--- src/shared/ascfr_map.svh ---
// register indices, field positions and reset values of the setup bank
`ifndef ASCFR_MAP_SVH
`define ASCFR_MAP_SVH
`define ASCFR_IDX_OFFSET0  10'h029
`define ASCFR_IDX_OFFSET7  10'h030
`define ASCFR_IDX_GAIN0    10'h031
`define ASCFR_IDX_GAIN7    10'h038
`define ASCFR_IDX_FILTER0  10'h040
`define ASCFR_IDX_FILTER7  10'h047
`define ASCFR_MODE_HI      15
`define ASCFR_MODE_LO      12
`define ASCFR_RATE_HI      10
`define ASCFR_RATE_LO      0
`define ASCFR_MODE_RESET   4'h2
`define ASCFR_MODE_LAST    4'h8
`define ASCFR_RATE_RESET   11'h030
`define ASCFR_RATE_ZERO    11'h000
`define ASCFR_RATE_ONE     11'h001
`define ASCFR_OFFSET_RESET 24'h800000
`define ASCFR_GAIN_NOMINAL 24'h555555
`endif

--- src/shared/ascfr_pkg.sv ---
// types of the setup, filter and calibration register bank
package ascfr_pkg;
  // filter type codes of one setup
  typedef enum logic [3:0] {
    ASCFR_SINC4       = 4'h0,
    ASCFR_SINC4_AVG   = 4'h1,
    ASCFR_SINC3       = 4'h2,
    ASCFR_SINC3_NOTCH = 4'h3,
    ASCFR_SINC3_AVG   = 4'h4,
    ASCFR_SINC3_POST1 = 4'h5,
    ASCFR_SINC3_POST2 = 4'h6,
    ASCFR_SINC3_POST3 = 4'h7,
    ASCFR_SINC3_POST4 = 4'h8
  } ascfr_mode_t;
  // one setup's filter configuration
  typedef struct packed {
    logic [3:0]  mode;
    logic [10:0] rate;
  } ascfr_filt_t;
  // decoded filter steering for the active setup
  typedef struct packed {
    logic        sinc4;
    logic        averaging;
    logic        extra_notch_sixfifths;
    logic [2:0]  post_filter;
    logic        fixed_rate;
    logic [10:0] rate_divider_value;
    logic [23:0] offset;
    logic [23:0] gain;
  } ascfr_fout_t;
  // calibration result from the conversion core
  typedef struct packed {
    logic        done;
    logic        is_gain;
    logic [2:0]  setup;
    logic [23:0] result;
  } ascfr_cal_t;
  // trim load sequencing
  typedef enum logic [1:0] {
    ASCFR_ST_TRIM = 2'b01,
    ASCFR_ST_RUN  = 2'b10
  } ascfr_st_t;
  // whole state of the bank
  typedef struct packed {
    ascfr_st_t              st;
    ascfr_filt_t [7:0]      filt;
    logic [7:0][23:0]       offset;
    logic [7:0][23:0]       gain;
    ascfr_fout_t            fout;
    logic [31:0]            prdata;
  } ascfr_state_t;
endpackage

--- src/rtl/ascfr_regs.sv ---
// setup filter and calibration coefficient register bank with APB slave
`timescale 1ns/1ps
`include "ascfr_map.svh"
module ascfr_regs (
  // clock and reset
  input  wire logic                 clk_in,
  input  wire logic                 reset_n_in,
  // apb slave
  input  wire logic                 psel_in,
  input  wire logic                 penable_in,
  input  wire logic                 pwrite_in,
  input  wire logic [11:0]          paddr_in,
  input  wire logic [31:0]          pwdata_in,
  input  wire logic [3:0]           pstrb_in,
  output logic [31:0]               prdata_out,
  output logic                      pready_out,
  output logic                      pslverr_out,
  // conversion core side
  input  wire logic [2:0]           active_setup_in,
  input  wire ascfr_pkg::ascfr_cal_t cal_in,
  input  wire logic [23:0]          trim_gain_in,
  output ascfr_pkg::ascfr_fout_t    fout_out
);

  // reset release through two flops
  logic [1:0]             rst_sync;
  logic                   rst_n;
  ascfr_pkg::ascfr_state_t s;       // registered state
  ascfr_pkg::ascfr_state_t next_s;  // next state
  logic [9:0]             idx;      // word index of paddr
  logic                   setup_ph; // apb setup phase
  logic                   wr_acc;   // apb write takes effect

  // merge byte lanes of a write into an old 24-bit value
  function automatic logic [23:0] merge24(input logic [23:0] old_v,
                                          input logic [31:0] wd,
                                          input logic [3:0]  strb);
    logic [23:0] r;
    r = old_v;
    for (int b = 0; b < 3; b++) begin
      if (strb[b]) begin
        r[b*8 +: 8] = wd[b*8 +: 8];
      end
    end
    return r;
  endfunction

  // decode a word index: 0 none, 1 offset, 2 gain, 3 filter
  function automatic logic [1:0] kind_of(input logic [9:0] i);
    if (i >= `ASCFR_IDX_OFFSET0 && i <= `ASCFR_IDX_OFFSET7) begin
      return 2'h1;
    end else if (i >= `ASCFR_IDX_GAIN0 && i <= `ASCFR_IDX_GAIN7) begin
      return 2'h2;
    end else if (i >= `ASCFR_IDX_FILTER0 && i <= `ASCFR_IDX_FILTER7) begin
      return 2'h3;
    end else begin
      return 2'h0;
    end
  endfunction

  // rate divider as the filter uses it
  function automatic logic [10:0] eff_rate(input logic [10:0] r);
    return (r == `ASCFR_RATE_ZERO) ? `ASCFR_RATE_ONE : r;
  endfunction

  // filter register as read back; bits above the rate field
  // other than the mode read zero
  function automatic logic [31:0] filt_word(
      input ascfr_pkg::ascfr_filt_t f);
    logic [31:0] w;
    w = 32'h0000_0000;
    w[`ASCFR_MODE_HI:`ASCFR_MODE_LO] = f.mode;
    w[`ASCFR_RATE_HI:`ASCFR_RATE_LO] = f.rate;
    return w;
  endfunction

  // reset release: asserts at once, releases after two edges
  always_ff @(posedge clk_in or negedge reset_n_in) begin
    if (!reset_n_in) begin
      rst_sync <= 2'b00;
    end else begin
      rst_sync <= {rst_sync[0], 1'b1};
    end
  end
  assign rst_n = rst_sync[1];

  // bus phase decode
  assign idx      = paddr_in[11:2];
  assign setup_ph = psel_in && !penable_in;
  assign wr_acc   = psel_in && penable_in && pwrite_in &&
                    kind_of(idx) != 2'h0 && paddr_in[1:0] == 2'b00;

  // zero-wait slave: every access ends in one access cycle
  assign pready_out  = 1'b1;
  // unmapped or misaligned words answer with an error
  assign pslverr_out = psel_in && penable_in &&
                       (kind_of(idx) == 2'h0 || paddr_in[1:0] != 2'b00);
  assign prdata_out  = s.prdata;
  assign fout_out    = s.fout;

  // next-state logic of the whole bank
  always_comb begin
    logic [2:0]             n;
    logic [23:0]            fw;
    logic [31:0]            fo;
    ascfr_pkg::ascfr_filt_t fa;
    // both coefficient ranges start one above a multiple of eight, so
    // the low index bits minus one give the setup: 29h->0 ... 30h->7
    // and 31h->0 ... 38h->7
    n      = idx[2:0] - 3'h1;
    fw     = 24'h000000;
    fo     = 32'h0000_0000;
    fa     = s.filt[active_setup_in];
    next_s = s;
    // read data is caught in the setup phase so it stands for access
    if (setup_ph) begin
      next_s.prdata = 32'h0000_0000;
      if (kind_of(idx) == 2'h1 && paddr_in[1:0] == 2'b00) begin
        next_s.prdata = {8'h00, s.offset[n]};
      end else if (kind_of(idx) == 2'h2 && paddr_in[1:0] == 2'b00) begin
        next_s.prdata = {8'h00, s.gain[n]};
      end else if (kind_of(idx) == 2'h3 && paddr_in[1:0] == 2'b00) begin
        next_s.prdata = filt_word(s.filt[idx[2:0]]);
      end
    end
    // host writes to coefficients and filter setups
    if (wr_acc) begin
      if (kind_of(idx) == 2'h1) begin
        next_s.offset[n] = merge24(s.offset[n], pwdata_in,
                                   pstrb_in);
      end else if (kind_of(idx) == 2'h2) begin
        // gain words use the same offset-by-one index as offsets
        next_s.gain[n] = merge24(s.gain[n], pwdata_in,
                                 pstrb_in);
      end else begin
        // only the low two lanes of the filter word are stored
        fo = filt_word(s.filt[idx[2:0]]);
        fw = merge24(fo[23:0], pwdata_in, pstrb_in);
        // reserved codes 1001-1111 are refused; the mode stays
        if (fw[`ASCFR_MODE_HI:`ASCFR_MODE_LO] <= `ASCFR_MODE_LAST) begin
          next_s.filt[idx[2:0]].mode =
            fw[`ASCFR_MODE_HI:`ASCFR_MODE_LO];
        end
        next_s.filt[idx[2:0]].rate =
          fw[`ASCFR_RATE_HI:`ASCFR_RATE_LO];
      end
    end
    // calibration result lands after host writes so it wins over them; the trim load comes later still
    if (cal_in.done) begin
      if (cal_in.is_gain) begin
        next_s.gain[cal_in.setup] = cal_in.result;
      end else begin
        next_s.offset[cal_in.setup] = cal_in.result;
      end
    end
    // one-shot trim load after reset release
    case (s.st)
      ascfr_pkg::ASCFR_ST_TRIM: begin
        for (int k = 0; k < 8; k++) begin
          next_s.gain[k] = trim_gain_in;
        end
        next_s.st = ascfr_pkg::ASCFR_ST_RUN;
      end
      ascfr_pkg::ASCFR_ST_RUN: begin
        next_s.st = ascfr_pkg::ASCFR_ST_RUN;
      end
      default: begin
        next_s.st = ascfr_pkg::ASCFR_ST_TRIM;
      end
    endcase
    // steering of the filter for the active setup
    next_s.fout.offset = s.offset[active_setup_in];
    next_s.fout.gain   = s.gain[active_setup_in];
    next_s.fout.rate_divider_value = eff_rate(fa.rate);
    next_s.fout.sinc4       = 1'b0;
    next_s.fout.averaging   = 1'b0;
    next_s.fout.extra_notch_sixfifths = 1'b0;
    next_s.fout.post_filter = 3'h0;
    next_s.fout.fixed_rate  = 1'b0;
    case (fa.mode)
      ascfr_pkg::ASCFR_SINC4: begin
        next_s.fout.sinc4 = 1'b1;
      end
      ascfr_pkg::ASCFR_SINC4_AVG: begin
        next_s.fout.sinc4     = 1'b1;
        next_s.fout.averaging = 1'b1;
      end
      ascfr_pkg::ASCFR_SINC3: begin
        next_s.fout.sinc4 = 1'b0;
      end
      ascfr_pkg::ASCFR_SINC3_NOTCH: begin
        // with rate 48 the notches fall on 50 and 60 Hz
        next_s.fout.extra_notch_sixfifths = 1'b1;
      end
      ascfr_pkg::ASCFR_SINC3_AVG: begin
        next_s.fout.averaging = 1'b1;
      end
      ascfr_pkg::ASCFR_SINC3_POST1: begin
        next_s.fout.post_filter = 3'h1;
        next_s.fout.fixed_rate  = 1'b1;
      end
      ascfr_pkg::ASCFR_SINC3_POST2: begin
        next_s.fout.post_filter = 3'h2;
        next_s.fout.fixed_rate  = 1'b1;
      end
      ascfr_pkg::ASCFR_SINC3_POST3: begin
        next_s.fout.post_filter = 3'h3;
        next_s.fout.fixed_rate  = 1'b1;
      end
      ascfr_pkg::ASCFR_SINC3_POST4: begin
        next_s.fout.post_filter = 3'h4;
        next_s.fout.fixed_rate  = 1'b1;
      end
      default: begin
        next_s.fout.post_filter = 3'h0;
      end
    endcase
  end

  // state register; gains start nominal until the trim lands
  always_ff @(posedge clk_in or negedge rst_n) begin
    if (!rst_n) begin
      s.st     <= ascfr_pkg::ASCFR_ST_TRIM;
      s.prdata <= 32'h0000_0000;
      s.fout   <= '0;
      for (int k = 0; k < 8; k++) begin
        s.filt[k].mode <= `ASCFR_MODE_RESET;
        s.filt[k].rate <= `ASCFR_RATE_RESET;
        s.offset[k]    <= `ASCFR_OFFSET_RESET;
        s.gain[k]      <= `ASCFR_GAIN_NOMINAL;
      end
    end else begin
      s <= next_s;
    end
  end
endmodule

--- config.mk ---
export PLATFORM = sky130hd
export DESIGN_NAME = ascfr_regs
export DESIGN_NICKNAME = d
export VERILOG_FILES = /design/src/shared/ascfr_pkg.sv /design/src/rtl/ascfr_regs.sv
export VERILOG_INCLUDE_DIRS = /design/src /design/src/shared
export SDC_FILE = /design/constraint.sdc
export NUM_CORES = 2
export LEC_CHECK = 0
export BUFFER_PORTS_ARGS = -buffer_cell sky130_fd_sc_hd__buf_2
export CAP_MARGIN = 20
export CORE_AREA = 2 2 410 310
export DETAILED_ROUTE_END_ITERATION = 6
export DIE_AREA = 0 0 412 312
export GPL_TIMING_DRIVEN = 0
export RECOVER_POWER = 50
export SYNTH_ARGS = -nofsm -noshare
export SYNTH_HDL_FRONTEND = slang
export SYNTH_SLANG_ARGS = --single-unit
--- constraint.sdc ---
create_clock -name clk_in -period 41.3 [get_ports clk_in]
set_clock_uncertainty 0.05 [all_clocks]
set_input_delay 4.13 -clock clk_in [delete_from_list [all_inputs] [get_ports clk_in]]
set_output_delay 4.13 -clock clk_in [all_outputs]
set_load 0.05 [all_outputs]
* Word-level counts from Yosys, hierarchy flattened *
Index checks and enable logic that the tools add are counted.

word-level totals
  output and inout port bits = 100
  word-level logic and storage cells = 191
  input bits = 109
  flip-flop bits (word level) = 606

operators by class
  eq/ne operators = 14
  reduce and logical (&&, ||, !) cells = 28
  add/sub/neg operators = 1
  multiplexer cells = 89
  bitwise operators = 2
  magnitude comparators = 14

operators by type and width
  cell                 number
  $mux 192             6
  $bwmux 192           4
  $mux 384             2
  $mux 120             4
  $bmux 24 s3          4
  $bwmux 120           2
  $mux 8               29
  $mux 24              8
  $demux 24 s3         2
  $bmux 15 s3          2
  $demux 15 s3         2
  $mux 15              3
  $mux 2               13
  $mux 11              2
  $ge 10x6->1 const B  2
  $le 10x6->1 const B  2
  $eq 4x3->1 const B   4
  $lt 3x4->1 const B   4
  $mux 16              1
  $logic_and 1x1->1    15
  $pmux 3 s4           1
  $logic_not 11->1     1
  $ge 10x7->1 const B  1
  $le 10x7->1 const B  1
  other kinds (18)     33

* Depth between registers and ports, before layout *
  word-level depth = 24
  depth in mapped cells = 20
  depth with buffers taken out = 13

* Worst setup path after synthesis *
No wires, ideal clock.

  path kind = input to output
  start point = input port paddr_in[2]
  end point = output port pslverr_out
  data arrival time = 7143 ps
  slack = 29977 ps
  cell stages on the path = 13
  buffers on the path = 3
  required time = 37120 ps
  cells stage by stage = buf_4 > inv_2 > buf_2 > buf_1 > ha_1 > or2b_1 > or3b_1 > o21ai_0 > nand4b_1 > nand2_1 > ha_1 > nor3_2 > nor2_1

on the way
  cells in the longest elaborated chain, start to end = 8
  elaborated cells between the ends (all ways) = 15
  classes of those cells = 6 x order compare; 3 x mux; 6 x reduce/logical

ends and longest elaborated chain
  element                                                             line              text
  start, declared                                                     ascfr_regs.sv:12  input wire logic [11:0] paddr_in,
  $ge 10x7->1 (no source line) / $le 10x7->1 (equally long branches)  n/a
  $logic_and 1x1->1 (no source line)                                  n/a
  $mux 2                                                              ascfr_regs.sv:54  end else if (i >= `ASCFR_IDX_FILTER0 && i <= `ASCFR_IDX_FILTER7) begin
  $mux 2                                                              ascfr_regs.sv:52  end else if (i >= `ASCFR_IDX_GAIN0 && i <= `ASCFR_IDX_GAIN7) begin
  $mux 2 *                                                            ascfr_regs.sv:50  if (i >= `ASCFR_IDX_OFFSET0 && i <= `ASCFR_IDX_OFFSET7) begin
  $logic_not 2->1 *                                                   ascfr_regs.sv:97  (kind_of(idx) == 2'h0 || paddr_in[1:0] != 2'b00);
  $logic_or 1x1->1 *                                                  ascfr_regs.sv:97
  $logic_and 1x1->1 *                                                 ascfr_regs.sv:96  assign pslverr_out = psel_in && penable_in &&
  end, declared                                                       ascfr_regs.sv:17  output logic pslverr_out,

Every way passes the cells marked *; elsewhere a longest branch is shown, timed or not.

* Final worst setup path *
Same ends and word-level chain as after synthesis.

==> flow_metrics.tcl <==
set metrics [dict create \
    reg2reg_from "rst_sync[1]" \
    drc 9 \
    ys_seq_area_share_pct 40.76 \
    post_cts_resize_count 0 \
    min_path_cells 0 \
    synth_ff_type "dfrtp_1" \
    critPathRequiredTime_ns 37.12 \
    fp.dieW_um 412 \
    rows 112 \
    cts_hold_buf 0 \
    grt_max_degree 69 \
    hold_violations 0 \
    timing.final.max_slew_violations 617 \
    async_flop_share_pct 100.0 \
    syn_area_um2 37110 \
    synth.avg_cell_area_um2 9.572 \
    dp_hpwl_um 145200 \
    period_share_pct 31.49 \
    p_per_area_nw_per_um2 47.32 \
    setup-tns-final_ns 0 \
    dieArea_um2 128500 \
    synthCells 3877 \
    core_um2 124200 \
    rrSetupSlack_ns 30.04 \
    violations "DRC, capacitance limit, slew limit" \
    synth_edf_count 0 \
    numCtsBuffers 69 \
    clk_pin_slew_ns 0.06 \
    path_cells "buf_2 -> buf_4 -> inv_2 -> buf_2 -> buf_1 -> ha_1 -> or2b_1 -> or3b_1 -> o21ai_0 -> nand4b_1 -> and2_1 -> ha_1 -> nor3_2 -> nor2_1 -> buf_2" \
    r2r_end "fout_out[16]" \
    synth-seq-cells 598 \
    htreeDepth 3 \
    r2r_cells 4 \
    grt_pass1_wl_um 280400 \
    path_max_fanout 10 \
    worst_setup_path_end_kind "primary output" \
    clkSinkCount 598 \
    cts_setup_buffers 0 \
    io_buffer_count 180 \
    grt_usage_pct 30.74 \
    vdd_drop_max_v 0.00003056 \
    max-clock-path-buffers 3 \
    ios 209 \
    ant_nets 0 \
    finalSetupViolCount 0 \
    syn_to_final_growth_pct 15.99 \
    fin_crit_ns 13.01 \
    routed_via_density 6.474 \
    hold_path.class "reg2reg" \
    antenna_found_initial 17 \
    slew_headroom_pct -159.1 \
    worstHoldStart "rst_sync[0]" \
    hold_end "rst_sync[1]" \
    gp_congestion 1.057 \
    wl_per_cell_um 34.67 \
    overflow 0 \
    yosysWarnings 0 \
    drive_gt1_share_pct 23.41 \
    cts_tree "done" \
    nFillCells 12820 \
    rsz0062_at_grt "no" \
    wl_um 204500 \
    worstSkewPairLatency_ns 0.69 \
    crit_slowest_cell "nor3_2" \
    cts-root-buf "clkbuf_16" \
    tightestPinTransition_ns 3.886 \
    fp.dieH_um 312 \
    grt_pass1_vias 35330 \
    power_mw 2.037 \
    setup.worst_path.class "in2out" \
    synth_cell_types 78 \
    drtIter0Drc 7664 \
    max_freq_mhz 76.88 \
    p_leak_nw 17.30 \
    nNetsFinal 4304 \
    dr.pass1.iters 7 \
    outcome "finished, violations left" \
    num_vias 38180 \
    slowest_delay_ns 0.63 \
    start_kind "input port" \
    cp.arrival_ns 8.83 \
    maxCapViolCount 11 \
    crit_top_cell "buf_2" \
    floorplan.initialDensity_pct 29.89 \
]
==> worst max path at each step <==
| stage | startpoint | slack (ns) | cells past startpoint | end |
|---|---|---|---|---|
| 4_1_cts | paddr_in[2] | 28.44 | 15 | pslverr_out |
| 3_5_place_dp | paddr_in[2] | 28.45 | 15 | pslverr_out |
| 3_3_place_gp | rst_sync[1] | 14.65 | 0 | fout_out[32] |
| 6_report | paddr_in[2] | 28.29 | 15 | pslverr_out |
| 2_1_floorplan | rst_sync[1] | 23.57 | 0 | fout_out[0] |
| 5_1_grt | paddr_in[2] | 28.22 | 15 | pslverr_out |
==> routing by layer <==
layer | routed length (um) | vias up | global-route usage (%) | share of wire, %
li1 | - | 14880 | - | -
met2 | 79110 | 3680 | 40.28 | 39
met4 | 9862 | 20 | 12.90 | 4.8
met3 | 36660 | 629 | 15.45 | 18
met1 | 78740 | 18980 | 42.07 | 39
met5 | 132 | - | 0 | 0.065
==> stage by stage <==
| step | area (um^2) | utilization, % | instances | hold WS (ns) | setup slack (ns) |
|---|---|---|---|---|---|
| after floorplan | 37140 | - | 3885 | 0.2812 | 23.57 |
| after global placement | 40110 | 32.30 | 5718 | 0.2853 | 14.65 |
| after detailed placement | 40780 | 32.85 | 5756 | 0.2897 | 28.45 |
| after CTS | 43170 | 34.77 | 5881 | 0.3044 | 28.44 |
| after global routing | 43040 | 34.66 | 5895 | 0.3176 | 28.22 |
| final | 43040 | 34.67 | 5898 | 0.3003 | 28.29 |
==> cell type report <==
cell class | count | area (um^2) | area share (%)
clock buffers | 100 | 2078 | 4.828
plain buffers | 428 | 2215 | 5.145
multi-input cells | 2849 | 19770 | 45.93
flip-flops and latches | 598 | 15130 | 35.14
clock inverters | 25 | 302.8 | 0.7035
repair buffers | 232 | 1436 | 3.337
diodes | 3 | 7.507 | 0.01744
well taps | 1653 | 2068 | 4.805
inverters | 10 | 37.54 | 0.08721
==> critical path, delay by kind of cell <==
family | cells | cell delay, ns
AO/OA/AOI/OAI | 1 | 0.08
adder cells (fa/ha/maj) | 2 | 0.66
buffers and inverters | 6 | 2.05
AND/OR/NAND/NOR | 6 | 1.88
==> cells by family after synthesis <==
logic type | share of synthesized area (%)
other cells | 0.02024
simple gates | 15.91
compound gates | 18.57
buf+inv | 6.052
xor+xnor | 0.1214
mux | 18.33
flops | 40.76
fa+ha+maj | 0.2360
==> power breakdown <==
group / internal (mW) / switching (mW) / leakage (nW)
Clock: 0.388 / 0.289 / 1.18
Combinational: 0.215 / 0.346 / 9.13
Sequential: 0.710 / 0.0890 / 7.00
Total: 1.31 / 0.724 / 17.3
==> cells in the final DEF (no fill, tap or decap), types with 23 or more instances in the layout <==
| master | instances |
|---|---|
| a21o_1 | 24 |
| a21oi_1 | 386 |
| a2bb2oi_1 | 37 |
| a31oi_1 | 159 |
| and2_1 | 29 |
| buf_1 | 23 |
| buf_2 | 209 |
| buf_4 | 130 |
| clkbuf_1 | 270 |
| clkbuf_16 | 74 |
| dfrtp_1 | 469 |
| dfstp_2 | 129 |
| mux2_2 | 144 |
| mux2i_1 | 111 |
| mux4_2 | 176 |
| nand2_1 | 477 |
| nand2b_1 | 71 |
| nand3_1 | 98 |
| nor2_1 | 247 |
| nor3_1 | 70 |
| o211ai_1 | 53 |
| o21ai_0 | 309 |
| o311ai_0 | 52 |
| or3_1 | 162 |
==> flip-flops by register name, summed over array words and instances, names as in the netlist <==
signal / flops
rst_sync: 2
fout_out: 66
prdata_out: 24
s: 506
==> synth_stat cells (12+ instances only) <==
cell	instances	area share, %
o211ai_1	53	1.1
nand3_1	98	1.3
a21o_1	24	0.49
nand2b_1	71	1.2
nor2_1	248	2.5
a31oi_1	159	2.7
buf_4	121	2.4
or3_1	162	2.7
dfstp_2	129	9.1
o311ai_0	52	1.2
nand2_1	477	4.8
buf_1	27	0.27
nor4_1	20	0.34
mux2_2	144	4.4
mux2i_1	111	3.0
and2_1	29	0.49
clkbuf_1	206	2.1
nor3_1	70	0.94
a21oi_1	386	5.2
a2bb2oi_1	37	0.87
buf_2	67	0.90
dfrtp_1	469	32
mux4_2	176	11
o21ai_0	309	4.2
a22oi_1	12	0.24
nor2b_1	17	0.29
Note: power is estimated with default switching activity, not from simulation.
